==> src/tsense_pkg.sv <==
// Purpose: shared constants and types for the conversion sequencer and its host controller
// Assumes: one 125 MHz clock for both ends
// Notes: device ram addresses are byte addresses; words are stored msb first
package tsense_pkg;
  localparam int ADDR_W = 12;
  localparam logic [11:0] CMD_ADDR = 12'h000;
  localparam logic [11:0] RESULT_BASE = 12'h010;
  localparam logic [11:0] RESULT_LAST = 12'h05f;
  localparam logic [11:0] ASSIGN_BASE = 12'h200;
  localparam logic [11:0] ASSIGN_LAST = 12'h24f;
  localparam logic [7:0] CMD_RESET = 8'h00;
  localparam int START_FLAG_BIT = 7;
  localparam int DONE_FLAG_BIT = 6;
  localparam int PAD_BIT = 5;
  localparam logic [4:0] CH_SCAN = 5'h00;
  localparam logic [4:0] CH_FIRST = 5'h01;
  localparam logic [4:0] CH_LAST = 5'h14;
  localparam logic [4:0] CH_SLEEP = 5'h17;
  localparam int CH_COUNT = 20;
  localparam int TYPE_MSB = 31;
  localparam int TYPE_LSB = 27;
  localparam logic [4:0] TYPE_NONE = 5'h00;
  localparam logic [4:0] TYPE_TC_LAST = 5'h09;
  localparam logic [4:0] TYPE_TC_CUSTOM = 5'h09;
  localparam logic [4:0] TYPE_RTD_LAST = 5'h12;
  localparam logic [4:0] TYPE_RTD_CUSTOM = 5'h12;
  localparam logic [4:0] TYPE_THERM_LAST = 5'h1b;
  localparam logic [4:0] TYPE_THERM_CUSTOM = 5'h1a;
  localparam logic [4:0] TYPE_DIODE = 5'h1c;
  localparam logic [4:0] TYPE_RSENSE = 5'h1d;
  localparam logic [4:0] TYPE_ADC = 5'h1e;
  localparam int PARTNER_LSB = 22;
  localparam int SGL_DIODE_BIT = 26;
  localparam int SGL_THERM_BIT = 21;
  localparam int EXC_LSB = 14;
  localparam int CUST_ADDR_LSB = 6;
  localparam int CUST_LEN_LSB = 0;
  localparam int VALID_BIT = 24;
  localparam int FAULT_LSB = 25;
  localparam int MEAS_CYCLE_MS = 82;
  localparam int CLK_HZ = 125_000_000;
  localparam int MEAS_CYCLE_CLKS = MEAS_CYCLE_MS * (CLK_HZ / 1000);
  localparam logic [1:0] CYCLES_SHORT = 2'h2;
  localparam logic [1:0] CYCLES_LONG = 2'h3;
  localparam logic [7:0] REG_CTRL = 8'h00;
  localparam logic [7:0] REG_ADDR = 8'h04;
  localparam logic [7:0] REG_WDATA = 8'h08;
  localparam logic [7:0] REG_RDATA = 8'h0c;
  localparam logic [7:0] REG_STATUS = 8'h10;
  localparam logic [7:0] REG_IRQ_STAT = 8'h14;
  localparam logic [7:0] REG_IRQ_MASK = 8'h18;
  localparam int CTRL_GO = 0;
  localparam int CTRL_WRITE = 1;
  localparam int CTRL_CONV = 2;
  localparam int IRQ_DONE = 0;
  localparam int IRQ_XFER = 1;
  localparam int IRQ_REFUSED = 2;
  localparam int IRQ_W = 3;
  typedef enum logic [2:0] {
    CLS_NONE = 3'h0, CLS_TC = 3'h1, CLS_RTD = 3'h2, CLS_THERM = 3'h3,
    CLS_DIODE = 3'h4, CLS_RSENSE = 3'h5, CLS_ADC = 3'h6, CLS_RSVD = 3'h7
  } sensor_class_type;
endpackage

==> src/tsense_link_if.sv <==
// Purpose: ram access and completion link between host controller and sequencer
// Assumes: both ends on i_sys_clk
// Notes: req is held until ack; ack is a one-cycle pulse
`timescale 1ns/1ps
`default_nettype none
interface tsense_link_if;
  logic req;
  logic we;
  logic [11:0] addr;
  logic [7:0] wdata;
  logic [7:0] rdata;
  logic ack;
  logic refused;
  logic conv_done;
  modport device(input req, input we, input addr, input wdata,
    output rdata, output ack, output refused, output conv_done);
  modport host(output req, output we, output addr, output wdata,
    input rdata, input ack, input refused, input conv_done);
endinterface
`default_nettype wire

==> src/sensor_assignment_decoder.sv <==
// Purpose: split a channel assignment word into sensor class and settings
// Assumes: word laid out msb first as stored in assignment ram
// Notes: purely combinational
`timescale 1ns/1ps
`default_nettype none
module sensor_assignment_decoder (
  input wire logic [31:0] i_word,
  output tsense_pkg::sensor_class_type o_class,
  output logic o_custom,
  output logic o_needs_partner,
  output logic [4:0] o_partner_ch,
  output logic o_single_ended,
  output logic [3:0] o_excitation,
  output logic [5:0] o_custom_addr,
  output logic [5:0] o_custom_len
);
  wire logic [4:0] sensor_type = i_word[tsense_pkg::TYPE_MSB:tsense_pkg::TYPE_LSB];

  always_comb begin
    if (sensor_type == tsense_pkg::TYPE_NONE) begin
      o_class = tsense_pkg::CLS_NONE;
    end else if (sensor_type <= tsense_pkg::TYPE_TC_LAST) begin
      o_class = tsense_pkg::CLS_TC;
    end else if (sensor_type <= tsense_pkg::TYPE_RTD_LAST) begin
      o_class = tsense_pkg::CLS_RTD;
    end else if (sensor_type <= tsense_pkg::TYPE_THERM_LAST) begin
      o_class = tsense_pkg::CLS_THERM;
    end else if (sensor_type == tsense_pkg::TYPE_DIODE) begin
      o_class = tsense_pkg::CLS_DIODE;
    end else if (sensor_type == tsense_pkg::TYPE_RSENSE) begin
      o_class = tsense_pkg::CLS_RSENSE;
    end else if (sensor_type == tsense_pkg::TYPE_ADC) begin
      o_class = tsense_pkg::CLS_ADC;
    end else begin
      o_class = tsense_pkg::CLS_RSVD;
    end
  end

  assign o_custom = (sensor_type == tsense_pkg::TYPE_TC_CUSTOM) |
    (sensor_type == tsense_pkg::TYPE_RTD_CUSTOM) |
    (sensor_type >= tsense_pkg::TYPE_THERM_CUSTOM &&
     sensor_type <= tsense_pkg::TYPE_THERM_LAST);
  // cold junction or sense resistor pointer
  assign o_needs_partner = (o_class == tsense_pkg::CLS_TC) |
    (o_class == tsense_pkg::CLS_RTD) | (o_class == tsense_pkg::CLS_THERM);
  assign o_partner_ch = o_needs_partner ?
    i_word[tsense_pkg::PARTNER_LSB +: 5] : 5'h00;
  assign o_single_ended = (o_class == tsense_pkg::CLS_THERM) ?
    i_word[tsense_pkg::SGL_THERM_BIT] : i_word[tsense_pkg::SGL_DIODE_BIT];
  assign o_excitation = i_word[tsense_pkg::EXC_LSB +: 4];
  assign o_custom_addr = i_word[tsense_pkg::CUST_ADDR_LSB +: 6];
  assign o_custom_len = i_word[tsense_pkg::CUST_LEN_LSB +: 6];
endmodule
`default_nettype wire

==> src/conversion_command_sequencer.sv <==
// Purpose: device end: command/status byte, assignment and result ram, conversion timing
// Assumes: analog front end outside supplies temperature and fault bits at cycle end
// Notes: one link request in flight at a time
// Notes on behaviour
// - bits 31:27 of assignment give sensor type
// - other assignment bits carry type-specific settings
// - host starts with byte 10 0 channel at zero
// - channel zero runs a multi-channel scan
// - channels 1-20 single, 23 sleep, others reserved
// - host writes command bit 5 as zero
// - completion output low throughout a conversion
// - on completion flags become 01, output high
// - sensor and its partner channel measured together
// - during conversion only reading location zero allowed
// - conversion takes two or three 82 ms cycles
// - host sees end by edge or polling flags
// - results readable at 0x010 through 0x05f
// - result bit 24 valid, 31:25 fault flags
// - after completion new commands and assignment writes accepted
//
// The implementer's own choice: register access over APB.
`timescale 1ns/1ps
`default_nettype none
module conversion_command_sequencer #(
  parameter int unsigned CYCLE_CLKS = tsense_pkg::MEAS_CYCLE_CLKS
) (
  input wire logic i_sys_clk,
  input wire logic i_rst_n,
  tsense_link_if.device link,
  output logic o_meas_start,
  output logic [4:0] o_meas_ch,
  output logic [4:0] o_meas_partner_ch,
  output logic [4:0] o_meas_type,
  output logic [1:0] o_meas_cycles,
  output logic o_busy,
  output logic o_sleep,
  input wire logic [23:0] i_meas_temp,
  input wire logic [6:0] i_meas_fault
);
  localparam int CNT_W = $clog2(CYCLE_CLKS + 1);
  localparam logic [CNT_W-1:0] CNT_LOAD = CNT_W'(CYCLE_CLKS - 1);

  typedef enum logic [2:0] {
    ST_IDLE = 3'b000,
    ST_LOAD = 3'b001,
    ST_MEAS = 3'b011,
    ST_STORE = 3'b010,
    ST_NEXT = 3'b110,
    ST_SLEEP = 3'b100
  } seq_state_type;

  seq_state_type state_reg;
  logic [7:0] cmd_reg;
  logic [31:0] asg_mem [0:tsense_pkg::CH_COUNT-1];
  logic [31:0] result_mem [0:tsense_pkg::CH_COUNT-1];
  logic [4:0] chi_reg;
  logic scan_reg;
  logic [CNT_W-1:0] cnt_reg;
  logic [1:0] cyc_left_reg;
  logic ack_reg;
  logic refused_reg;
  logic [7:0] rdata_reg;
  logic conv_done_reg;
  logic meas_start_reg;
  logic [4:0] meas_ch_reg;
  logic [4:0] meas_partner_reg;
  logic [4:0] meas_type_reg;
  logic [1:0] meas_cycles_reg;

  // access decode
  wire logic idle_like = (state_reg == ST_IDLE) | (state_reg == ST_SLEEP);
  wire logic take = link.req & ~ack_reg;
  wire logic is_cmd = (link.addr == tsense_pkg::CMD_ADDR);
  wire logic in_res = (link.addr >= tsense_pkg::RESULT_BASE) &&
    (link.addr <= tsense_pkg::RESULT_LAST);
  wire logic in_asg = (link.addr >= tsense_pkg::ASSIGN_BASE) &&
    (link.addr <= tsense_pkg::ASSIGN_LAST);
  wire logic allowed = idle_like | (is_cmd & ~link.we);
  wire logic wr_ok = take & link.we & allowed;
  wire logic cmd_wr = wr_ok & is_cmd;
  wire logic asg_wr = wr_ok & in_asg;
  wire logic [11:0] res_off = link.addr - tsense_pkg::RESULT_BASE;
  wire logic [11:0] asg_off = link.addr - tsense_pkg::ASSIGN_BASE;
  wire logic [31:0] res_word = result_mem[res_off[6:2]];
  wire logic [31:0] asg_word = asg_mem[asg_off[6:2]];
  wire logic [7:0] res_byte = res_word[{~res_off[1:0], 3'b000} +: 8];
  wire logic [7:0] asg_byte = asg_word[{~asg_off[1:0], 3'b000} +: 8];
  wire logic [7:0] rdata_next = ~allowed ? 8'h00 :
    is_cmd ? cmd_reg : in_res ? res_byte : in_asg ? asg_byte : 8'h00;

  // command decode
  wire logic [4:0] sel = link.wdata[4:0];
  wire logic start_cmd = link.wdata[tsense_pkg::START_FLAG_BIT] &
    ~link.wdata[tsense_pkg::DONE_FLAG_BIT] & ~link.wdata[tsense_pkg::PAD_BIT];
  wire logic go_scan = cmd_wr & start_cmd & (sel == tsense_pkg::CH_SCAN);
  wire logic go_single = cmd_wr & start_cmd & (sel >= tsense_pkg::CH_FIRST) &&
    (sel <= tsense_pkg::CH_LAST);
  wire logic go_sleep = cmd_wr & start_cmd & (sel == tsense_pkg::CH_SLEEP);
  wire logic go_conv = go_scan | go_single;

  // current channel decode
  tsense_pkg::sensor_class_type cur_class;
  logic cur_needs_partner;
  logic [4:0] cur_partner;
  sensor_assignment_decoder u_decode (
    .i_word(asg_mem[chi_reg]),
    .o_class(cur_class),
    .o_custom(),
    .o_needs_partner(cur_needs_partner),
    .o_partner_ch(cur_partner),
    .o_single_ended(),
    .o_excitation(),
    .o_custom_addr(),
    .o_custom_len()
  );
  wire logic skip_ch = scan_reg & ((cur_class == tsense_pkg::CLS_NONE) |
    (cur_class == tsense_pkg::CLS_RSENSE) | (cur_class == tsense_pkg::CLS_RSVD));
  wire logic [1:0] cur_cycles = (cur_needs_partner && cur_partner != 5'h00) ?
    tsense_pkg::CYCLES_LONG : tsense_pkg::CYCLES_SHORT;
  wire logic hard_fault = |i_meas_fault[6:4];
  wire logic [31:0] result_word = {i_meas_fault, ~hard_fault, i_meas_temp};
  wire logic last_ch = ~scan_reg | (chi_reg == 5'(tsense_pkg::CH_COUNT - 1));

  // link answer: one cycle after the request
  always_ff @(posedge i_sys_clk) begin
    if (!i_rst_n) begin
      ack_reg <= 1'b0;
      refused_reg <= 1'b0;
      rdata_reg <= 8'h00;
    end else begin
      ack_reg <= take;
      refused_reg <= take & ~allowed;
      if (take) begin
        rdata_reg <= rdata_next;
      end
    end
  end

  // assignment ram: host byte writes while idle
  always_ff @(posedge i_sys_clk) begin
    if (!i_rst_n) begin
      for (int i = 0; i < tsense_pkg::CH_COUNT; i++) begin
        asg_mem[i] <= 32'h0000_0000;
      end
    end else if (asg_wr) begin
      asg_mem[asg_off[6:2]][{~asg_off[1:0], 3'b000} +: 8] <= link.wdata;
    end
  end

  // result ram: read-only to the host
  always_ff @(posedge i_sys_clk) begin
    if (!i_rst_n) begin
      for (int i = 0; i < tsense_pkg::CH_COUNT; i++) begin
        result_mem[i] <= 32'h0000_0000;
      end
    end else if (state_reg == ST_STORE) begin
      result_mem[chi_reg] <= result_word;
    end
  end

  // command byte and completion output
  always_ff @(posedge i_sys_clk) begin
    if (!i_rst_n) begin
      cmd_reg <= tsense_pkg::CMD_RESET;
      conv_done_reg <= 1'b1;
    end else if (cmd_wr) begin
      cmd_reg <= link.wdata;
      conv_done_reg <= ~go_conv;
    end else if (state_reg == ST_NEXT && last_ch) begin
      cmd_reg[tsense_pkg::START_FLAG_BIT] <= 1'b0;
      cmd_reg[tsense_pkg::DONE_FLAG_BIT] <= 1'b1;
      conv_done_reg <= 1'b1;
    end
  end

  // sequencer
  always_ff @(posedge i_sys_clk) begin
    if (!i_rst_n) begin
      state_reg <= ST_IDLE;
      chi_reg <= 5'h00;
      scan_reg <= 1'b0;
      cnt_reg <= '0;
      cyc_left_reg <= 2'h0;
    end else begin
      case (state_reg)
        ST_IDLE, ST_SLEEP: begin
          if (go_conv) begin
            scan_reg <= go_scan;
            chi_reg <= go_scan ? 5'h00 : sel - 5'h01;
            state_reg <= ST_LOAD;
          end else if (go_sleep) begin
            state_reg <= ST_SLEEP;
          end else if (cmd_wr) begin
            state_reg <= ST_IDLE;
          end
        end
        ST_LOAD: begin
          if (skip_ch) begin
            state_reg <= ST_NEXT;
          end else begin
            cyc_left_reg <= cur_cycles;
            cnt_reg <= CNT_LOAD;
            state_reg <= ST_MEAS;
          end
        end
        ST_MEAS: begin
          if (cnt_reg != '0) begin
            cnt_reg <= cnt_reg - CNT_W'(1);
          end else if (cyc_left_reg == 2'h1) begin
            state_reg <= ST_STORE;
          end else begin
            cyc_left_reg <= cyc_left_reg - 2'h1;
            cnt_reg <= CNT_LOAD;
          end
        end
        ST_STORE: begin
          state_reg <= ST_NEXT;
        end
        ST_NEXT: begin
          if (last_ch) begin
            state_reg <= ST_IDLE;
          end else begin
            chi_reg <= chi_reg + 5'h01;
            state_reg <= ST_LOAD;
          end
        end
        default: begin
          state_reg <= ST_IDLE;
        end
      endcase
    end
  end

  // measurement request toward the front end
  always_ff @(posedge i_sys_clk) begin
    if (!i_rst_n) begin
      meas_start_reg <= 1'b0;
      meas_ch_reg <= 5'h00;
      meas_partner_reg <= 5'h00;
      meas_type_reg <= 5'h00;
      meas_cycles_reg <= 2'h0;
    end else begin
      meas_start_reg <= (state_reg == ST_LOAD) & ~skip_ch;
      if (state_reg == ST_LOAD && !skip_ch) begin
        meas_ch_reg <= chi_reg + 5'h01;
        meas_partner_reg <= cur_partner;
        meas_type_reg <= asg_mem[chi_reg][tsense_pkg::TYPE_MSB:tsense_pkg::TYPE_LSB];
        meas_cycles_reg <= cur_cycles;
      end
    end
  end

  assign link.ack = ack_reg;
  assign link.refused = refused_reg;
  assign link.rdata = rdata_reg;
  assign link.conv_done = conv_done_reg;
  assign o_meas_start = meas_start_reg;
  assign o_meas_ch = meas_ch_reg;
  assign o_meas_partner_ch = meas_partner_reg;
  assign o_meas_type = meas_type_reg;
  assign o_meas_cycles = meas_cycles_reg;
  assign o_busy = ~idle_like;
  assign o_sleep = (state_reg == ST_SLEEP);
endmodule
`default_nettype wire

==> src/flat_wrapper.sv <==
// flat-port wrapper written by rule: the top's interface ports become plain ports
module conversion_command_sequencer_flat 
#(
  parameter int unsigned CYCLE_CLKS = tsense_pkg::MEAS_CYCLE_CLKS
)
  (i_sys_clk, i_rst_n, o_meas_start, o_meas_ch, o_meas_partner_ch, o_meas_type, o_meas_cycles, o_busy, o_sleep, i_meas_temp, i_meas_fault, link_req, link_we, link_addr, link_wdata, link_rdata, link_ack, link_refused, link_conv_done);
  tsense_link_if link_i ();
  input wire logic i_sys_clk;
  input wire logic i_rst_n;
  output logic o_meas_start;
  output logic [4:0] o_meas_ch;
  output logic [4:0] o_meas_partner_ch;
  output logic [4:0] o_meas_type;
  output logic [1:0] o_meas_cycles;
  output logic o_busy;
  output logic o_sleep;
  input wire logic [23:0] i_meas_temp;
  input wire logic [6:0] i_meas_fault;
  input wire logic [$bits(link_i.req)-1:0] link_req;
  input wire logic [$bits(link_i.we)-1:0] link_we;
  input wire logic [$bits(link_i.addr)-1:0] link_addr;
  input wire logic [$bits(link_i.wdata)-1:0] link_wdata;
  output wire logic [$bits(link_i.rdata)-1:0] link_rdata;
  output wire logic [$bits(link_i.ack)-1:0] link_ack;
  output wire logic [$bits(link_i.refused)-1:0] link_refused;
  output wire logic [$bits(link_i.conv_done)-1:0] link_conv_done;
  assign link_i.req = link_req;
  assign link_i.we = link_we;
  assign link_i.addr = link_addr;
  assign link_i.wdata = link_wdata;
  assign link_rdata = link_i.rdata;
  assign link_ack = link_i.ack;
  assign link_refused = link_i.refused;
  assign link_conv_done = link_i.conv_done;
  conversion_command_sequencer #(.CYCLE_CLKS(CYCLE_CLKS)) u_core (.i_sys_clk(i_sys_clk), .i_rst_n(i_rst_n), .link(link_i), .o_meas_start(o_meas_start), .o_meas_ch(o_meas_ch), .o_meas_partner_ch(o_meas_partner_ch), .o_meas_type(o_meas_type), .o_meas_cycles(o_meas_cycles), .o_busy(o_busy), .o_sleep(o_sleep), .i_meas_temp(i_meas_temp), .i_meas_fault(i_meas_fault));
endmodule
==> config.mk <==
export PLATFORM = sky130hd
export DESIGN_NAME = conversion_command_sequencer_flat
export DESIGN_NICKNAME = d
export VERILOG_FILES = /design/src/tsense_pkg.sv /design/src/tsense_link_if.sv /design/src/sensor_assignment_decoder.sv /design/src/conversion_command_sequencer.sv /design/src/flat_wrapper.sv
export SDC_FILE = /design/constraint.sdc
export NUM_CORES = 2
export LEC_CHECK = 0
export BUFFER_PORTS_ARGS = -buffer_cell sky130_fd_sc_hd__buf_2
export CAP_MARGIN = 20
export CELL_PAD_IN_SITES_DETAIL_PLACEMENT = 0
export CELL_PAD_IN_SITES_GLOBAL_PLACEMENT = 2
export CORE_MARGIN = 8
export CORE_UTILIZATION = 32
export DETAILED_ROUTE_END_ITERATION = 12
export MAX_ROUTING_LAYER = met4
export PLACE_DENSITY = 0.65
export SYNTH_ARGS = -nofsm -noshare
export SYNTH_HDL_FRONTEND = slang
export SYNTH_HIERARCHICAL = 1
export SYNTH_SLANG_ARGS = --single-unit
==> constraint.sdc <==
create_clock -name i_sys_clk -period 4.88 [get_ports i_sys_clk]
set_input_delay 0.488 -clock i_sys_clk [delete_from_list [all_inputs] [get_ports i_sys_clk]]
set_output_delay 0.488 -clock i_sys_clk [all_outputs]
set_load 0.02 [all_outputs]
### Word level (Yosys, flattened, before mapping)

Memories as Yosys holds them, arrays and structs flattened. A register that Yosys moved wholly into a read port is not among the register bits.
Index checks and enable logic that the tools add are counted.

| cells by class | value |
|---|---|
| shift operators | 4 |
| bitwise gates (word level) | 35 |
| reductions and logical operators | 26 |
| eq/ne operators | 24 |
| $mul | 0 |
| $add $sub $neg | 7 |
| multiplexer cells | 52 |
| divide/modulo/power cells | 0 |
| $lt $le $gt $ge | 9 |

Operators by type and width:

| cell | count |
|---|---|
| 2-to-1 mux 32 bit | 4 |
| 2-to-1 mux 24 bit | 3 |
| OR reduction 32 bit | 2 |
| variable part select 32 x 6 -> 8 bit | 2 |
| one-hot mux 24 bit (2 select lines) | 1 |
| 2-to-1 mux 5 bit | 8 |
| 2-to-1 mux 8 bit | 4 |
| variable shift 8 x 7 -> 32 bit (first input constant) | 1 |
| variable part select 8 x 7 -> 32 bit | 1 |
| 2-to-1 mux 3 bit | 10 |
| equality test 5 bit (second input constant) | 5 |
| nonzero test 24 bit | 1 |
| subtractor 24 x 1 -> 24 bit (second input constant) | 1 |
| bitwise AND 1 bit | 15 |
| <= comparator 5 bit (second input constant) | 3 |
| one-hot mux 3 bit (5 select lines) | 1 |
| 2-to-1 mux 2 bit | 7 |
| equality test 3 x 2 -> 1 bit (second input constant) | 4 |
| equality test 3 bit (second input constant) | 4 |
| >= comparator 12 x 10 -> 1 bit (second input constant) | 1 |
| >= comparator 12 x 5 -> 1 bit (second input constant) | 1 |
| <= comparator 12 x 10 -> 1 bit (second input constant) | 1 |
| <= comparator 12 x 7 -> 1 bit (second input constant) | 1 |
| logical NOT 12 bit | 1 |
| other kinds (31) | 75 |

| word-level totals | value |
|---|---|
| memory bits (writable) | 1280 |
| memories | 2 |
| bits in read-only memories | 0 |
| latch bits | 0 |
| register bits | 72 |
| input bits | 55 |

Memories:

| name | words | width | read ports | clocked after memory_dff | write ports | RTL line | RTL |
|---|---|---|---|---|---|---|---|
| u_core.asg_mem | 20 | 32 | 2 | 1 | 20 | conversion_command_sequencer.sv:54 | `logic [31:0] asg_mem [0:tsense_pkg::CH_COUNT-1];` |
| u_core.result_mem | 20 | 32 | 1 | 0 | 20 | conversion_command_sequencer.sv:55 | `logic [31:0] result_mem [0:tsense_pkg::CH_COUNT-1];` |

### Longest topological paths before layout

| depth | value |
|---|---|
| word-level depth | 17 |
| gate-level depth with buffers | 17 |
| gate-level depth less buffers | 13 |

### Cells and area by module

Netlist, hierarchy kept.

By module, submodules not included:

| module | times used | cells an instance | area an instance (sq um) |
|---|---|---|---|
| conversion_command_sequencer | 1 | 6266 | 99399.1 |
| sensor_assignment_decoder | 1 | 48 | 335.3 |

### Least setup slack after synthesis

No wires, ideal clock.

| timing path | value |
|---|---|
| kind | register to register |
| start point | register u_core.state_reg[1] |
| end point | memory u_core.result_mem[3][0] (enable) |
| path buffers | 3 |
| cell stages (with the launch flop) | 8 |
| arrival | 3.724 ns |
| setup slack | 0.690 ns |
| library setup time | 0.466 ns |
| path through | dfxtp_1 > clkbuf_1 > nor2b_1 > and3b_1 > clkbuf_1 > nand2_1 > clkbuf_1 > o21ai_0 |

RTL lines:

| element | RTL line | RTL |
|---|---|---|
| from (decl) | conversion_command_sequencer.sv:52 | `seq_state_type state_reg;` |
| from (signal assigned) | conversion_command_sequencer.sv:179 | `state_reg <= ST_IDLE;` |
| from (signal assigned) | conversion_command_sequencer.sv:190 | `state_reg <= ST_LOAD;` |
| from (signal assigned) | conversion_command_sequencer.sv:192 | `state_reg <= ST_SLEEP;` |
| to (decl) | conversion_command_sequencer.sv:55 |  |

==> impl_table.tex <==
\begin{tabular}{lr}
\hline
Metric & Value \\
\hline
\multicolumn{2}{l}{\textbf{Floorplanning}} \\
I/O pin total & 86 \\
Effective utilization at floorplan & 32.1\% \\
Y dimension of the die & 559 µm \\
Row cnt & 199 \\
Die Width & 559 µm \\
Core Region & 294,000 µm² \\
Die outline area & 312,000 µm² \\
\multicolumn{2}{l}{\textbf{Timing}} \\
Final Cycle Share & 92.1\% \\
Worst slew pin tran & 1220 ps \\
Count of final hold-check violations & 0 \\
Final Critical Period & 4490 ps \\
RSZ-0062 raised after global routing & false \\
Timing-limited maximum frequency & 0.223 GHz \\
Setup clock skew after layout & 60.4 ps \\
Max-slew violations & 0 \\
Final setup viols & 0 \\
Remaining max-slew budget at the tightest pin & 18.7\% \\
Final TNS setup & 0 ps \\
\multicolumn{2}{l}{\textbf{Clock tree}} \\
CTS root buf & clkbuf\_16 \\
Clock tree from TritonCTS & yes \\
Clock input transition at the sequential cells of the worst setup and hold paths & 60 ps \\
Clock Latency Late Sink & 910 ps \\
Total CTS buffers & 227 \\
CTS sink count & 2,125 \\
CTS HTree Levels & 4 \\
Maximum count of clock buffers along a single path & 4 \\
\multicolumn{2}{l}{\textbf{Pwr}} \\
Standby leakage power & 37.7 nW \\
Total power density per cell area & 369 nW/µm² \\
Worst ir drop on vdd & 0.259 mV \\
\multicolumn{2}{l}{\textbf{Route}} \\
1st-pass router iterations & 6 \\
Post-route ant nets & 0 \\
WL per Instance & 31.7 µm \\
Detailed Route WL & 324 mm \\
First-iteration detailed-routing DRC count & 6,741 \\
Detailed-route via count & 57,200 \\
Drc violations & 0 \\
Vias per cell & 5.59 \\
\multicolumn{2}{l}{\textbf{Global route}} \\
Wire length of the first global-routing pass & 451 mm \\
Total global routing overflow & 0 \\
Total global routing track utilization & 20.8\% \\
Initial antenna violation count & 29 \\
Largest net degree at the start of global routing & 156 \\
Vias in the first global route & 56,500 \\
\multicolumn{2}{l}{\textbf{Setup path}} \\
Crit path capture type & flip-flop \\
Arr. time, crit path & 5300 ps \\
Maximum fanout along the worst path & 16 \\
Category of the most critical setup path & flip-flop to flip-flop \\
Sort of element at the start of the critical path & flip-flop \\
CP required & 5690 ps \\
\multicolumn{2}{l}{\textbf{Finish}} \\
Layout Area Growth over Synthesis & 14.7\% \\
Filler Cells Inserted & 27,400 \\
Total number of nets in the final design & 6,202 \\
Design Area, Final & 108,000 µm² \\
Share of post-route cells with drive strength above 1 & 23.3\% \\
\multicolumn{2}{l}{\textbf{Synth}} \\
Post-synthesis instance total & 6,020 \\
Ys Warns & 6 \\
Synthesized area & 94,200 µm² \\
Number of nets in the synthesized netlist & 6,094 \\
Post-Syn Area per Cell & 15.7 µm² \\
\multicolumn{2}{l}{\textbf{Placement}} \\
Detailed placement HPWL & 205 mm \\
Placement-stage cell area & 101,000 µm² \\
RD Place Congestion & 0.877 \\
Count of port buffers added during placement & 85 \\
\multicolumn{2}{l}{\textbf{Outcome}} \\
Result of the run & finished clean \\
\multicolumn{2}{l}{\textbf{Min path}} \\
Beginning of the worst hold path & i\_meas\_temp[10] \\
Path category of the worst min-delay check & primary input to flip-flop \\
\multicolumn{2}{l}{\textbf{Run}} \\
Number of max-cap violations & 0 \\
\hline
\end{tabular}
-- routing by layer --
layer	wire, µm	up-vias	track usage, %
met4	8950	0	5.20
li1	-	23600	-
met5	0	-	-
met3	24500	450	2.99
met2	150000	2541	32.2
met1	140000	30500	28.9
-- placed cells by master (no fill, tap or decap), types with 29 or more instances in the layout --
master	n
clkbuf_1	51
and3_1	628
buf_2	81
clkbuf_16	231
mux4_2	537
buf_12	45
and2_1	42
nand2_1	182
nor2_1	788
nor3_1	49
nor2b_1	30
clkinv_2	35
mux2_2	29
a21oi_1	36
nand3_1	41
a22oi_1	117
o21ai_0	110
dfxtp_1	74
buf_4	369
edfxtp_1	2048
mux2i_1	262
clkinv_1	52
-- worst paths after layout --
| check | endpoint | slack, ps | cells after the start |
|---|---|---|---|
| min | u_core/result_mem[29][10] | 80 | 1 |
| max | u_core/cnt_reg[23] | 390 | 13 |
| min reg2reg | u_core/o_meas_cycles[1] | 460 | 1 |
| max reg2reg | u_core/cnt_reg[23] | 390 | 13 |
-- stage by stage --
stage | hold slack (ps) | setup slack, ps | total power, W | std cells | util [%]
after global routing | 75.1 | 142 | 0.0410 | 10200 | 36.8
after floorplan | 438 | 690 | 0.0222 | 6020 | -
final | 81.4 | 387 | 0.0399 | 10200 | 36.8
after CTS | 21.8 | 410 | 0.0402 | 10200 | 36.8
after detailed placement | 450 | 130 | 0.0234 | 9814 | 34.4
after global placement | 448 | 107 | 0.0234 | 9813 | 34.4
-- critical path: stages (launching register included) --
cell	delay, ps
dfxtp_4	500
buf_12	220
mux4_2	510
mux4_2	550
mux2_2	350
maj3_2	320
a22oi_1	220
or3_1	190
a211oi_1	110
a211o_1	310
a2111oi_2	660
nand2_1	160
xor2_1	170
a21boi_1	140
-- area by class of cell --
type / instances / area (µm²) / share of cell area, %
well taps: 3919 / 4900 / 4.54
inverters: 29 / 109 / 0.101
clock inverters: 115 / 1050 / 0.974
repair buffers: 503 / 4170 / 3.86
diodes: 13 / 32.5 / 0.0301
multi-input cells: 3242 / 28700 / 26.6
flip-flops and latches: 2125 / 63000 / 58.3
clock buffers: 286 / 6030 / 5.58
-- repair_timing --
| action | CTS | global route |
|---|---|---|
| hold endpoints to repair | 1 | 0 |
| setup endpoints to repair | 0 | 0 |
| hold buffers | 1 | 0 |
| gates resized for setup | 0 | 0 |
| buffers inserted | 0 | 0 |
-- report_power, final --
group / total, W / switching, W / internal (W)
logic: 0.00261 / 0.00171 / 0.000897
clock network: 0.0169 / 0.00724 / 0.00967
registers: 0.0204 / 0.000113 / 0.0203
total: 0.0399 / 0.00906 / 0.0309
Note: power is estimated with default switching activity, not from simulation.
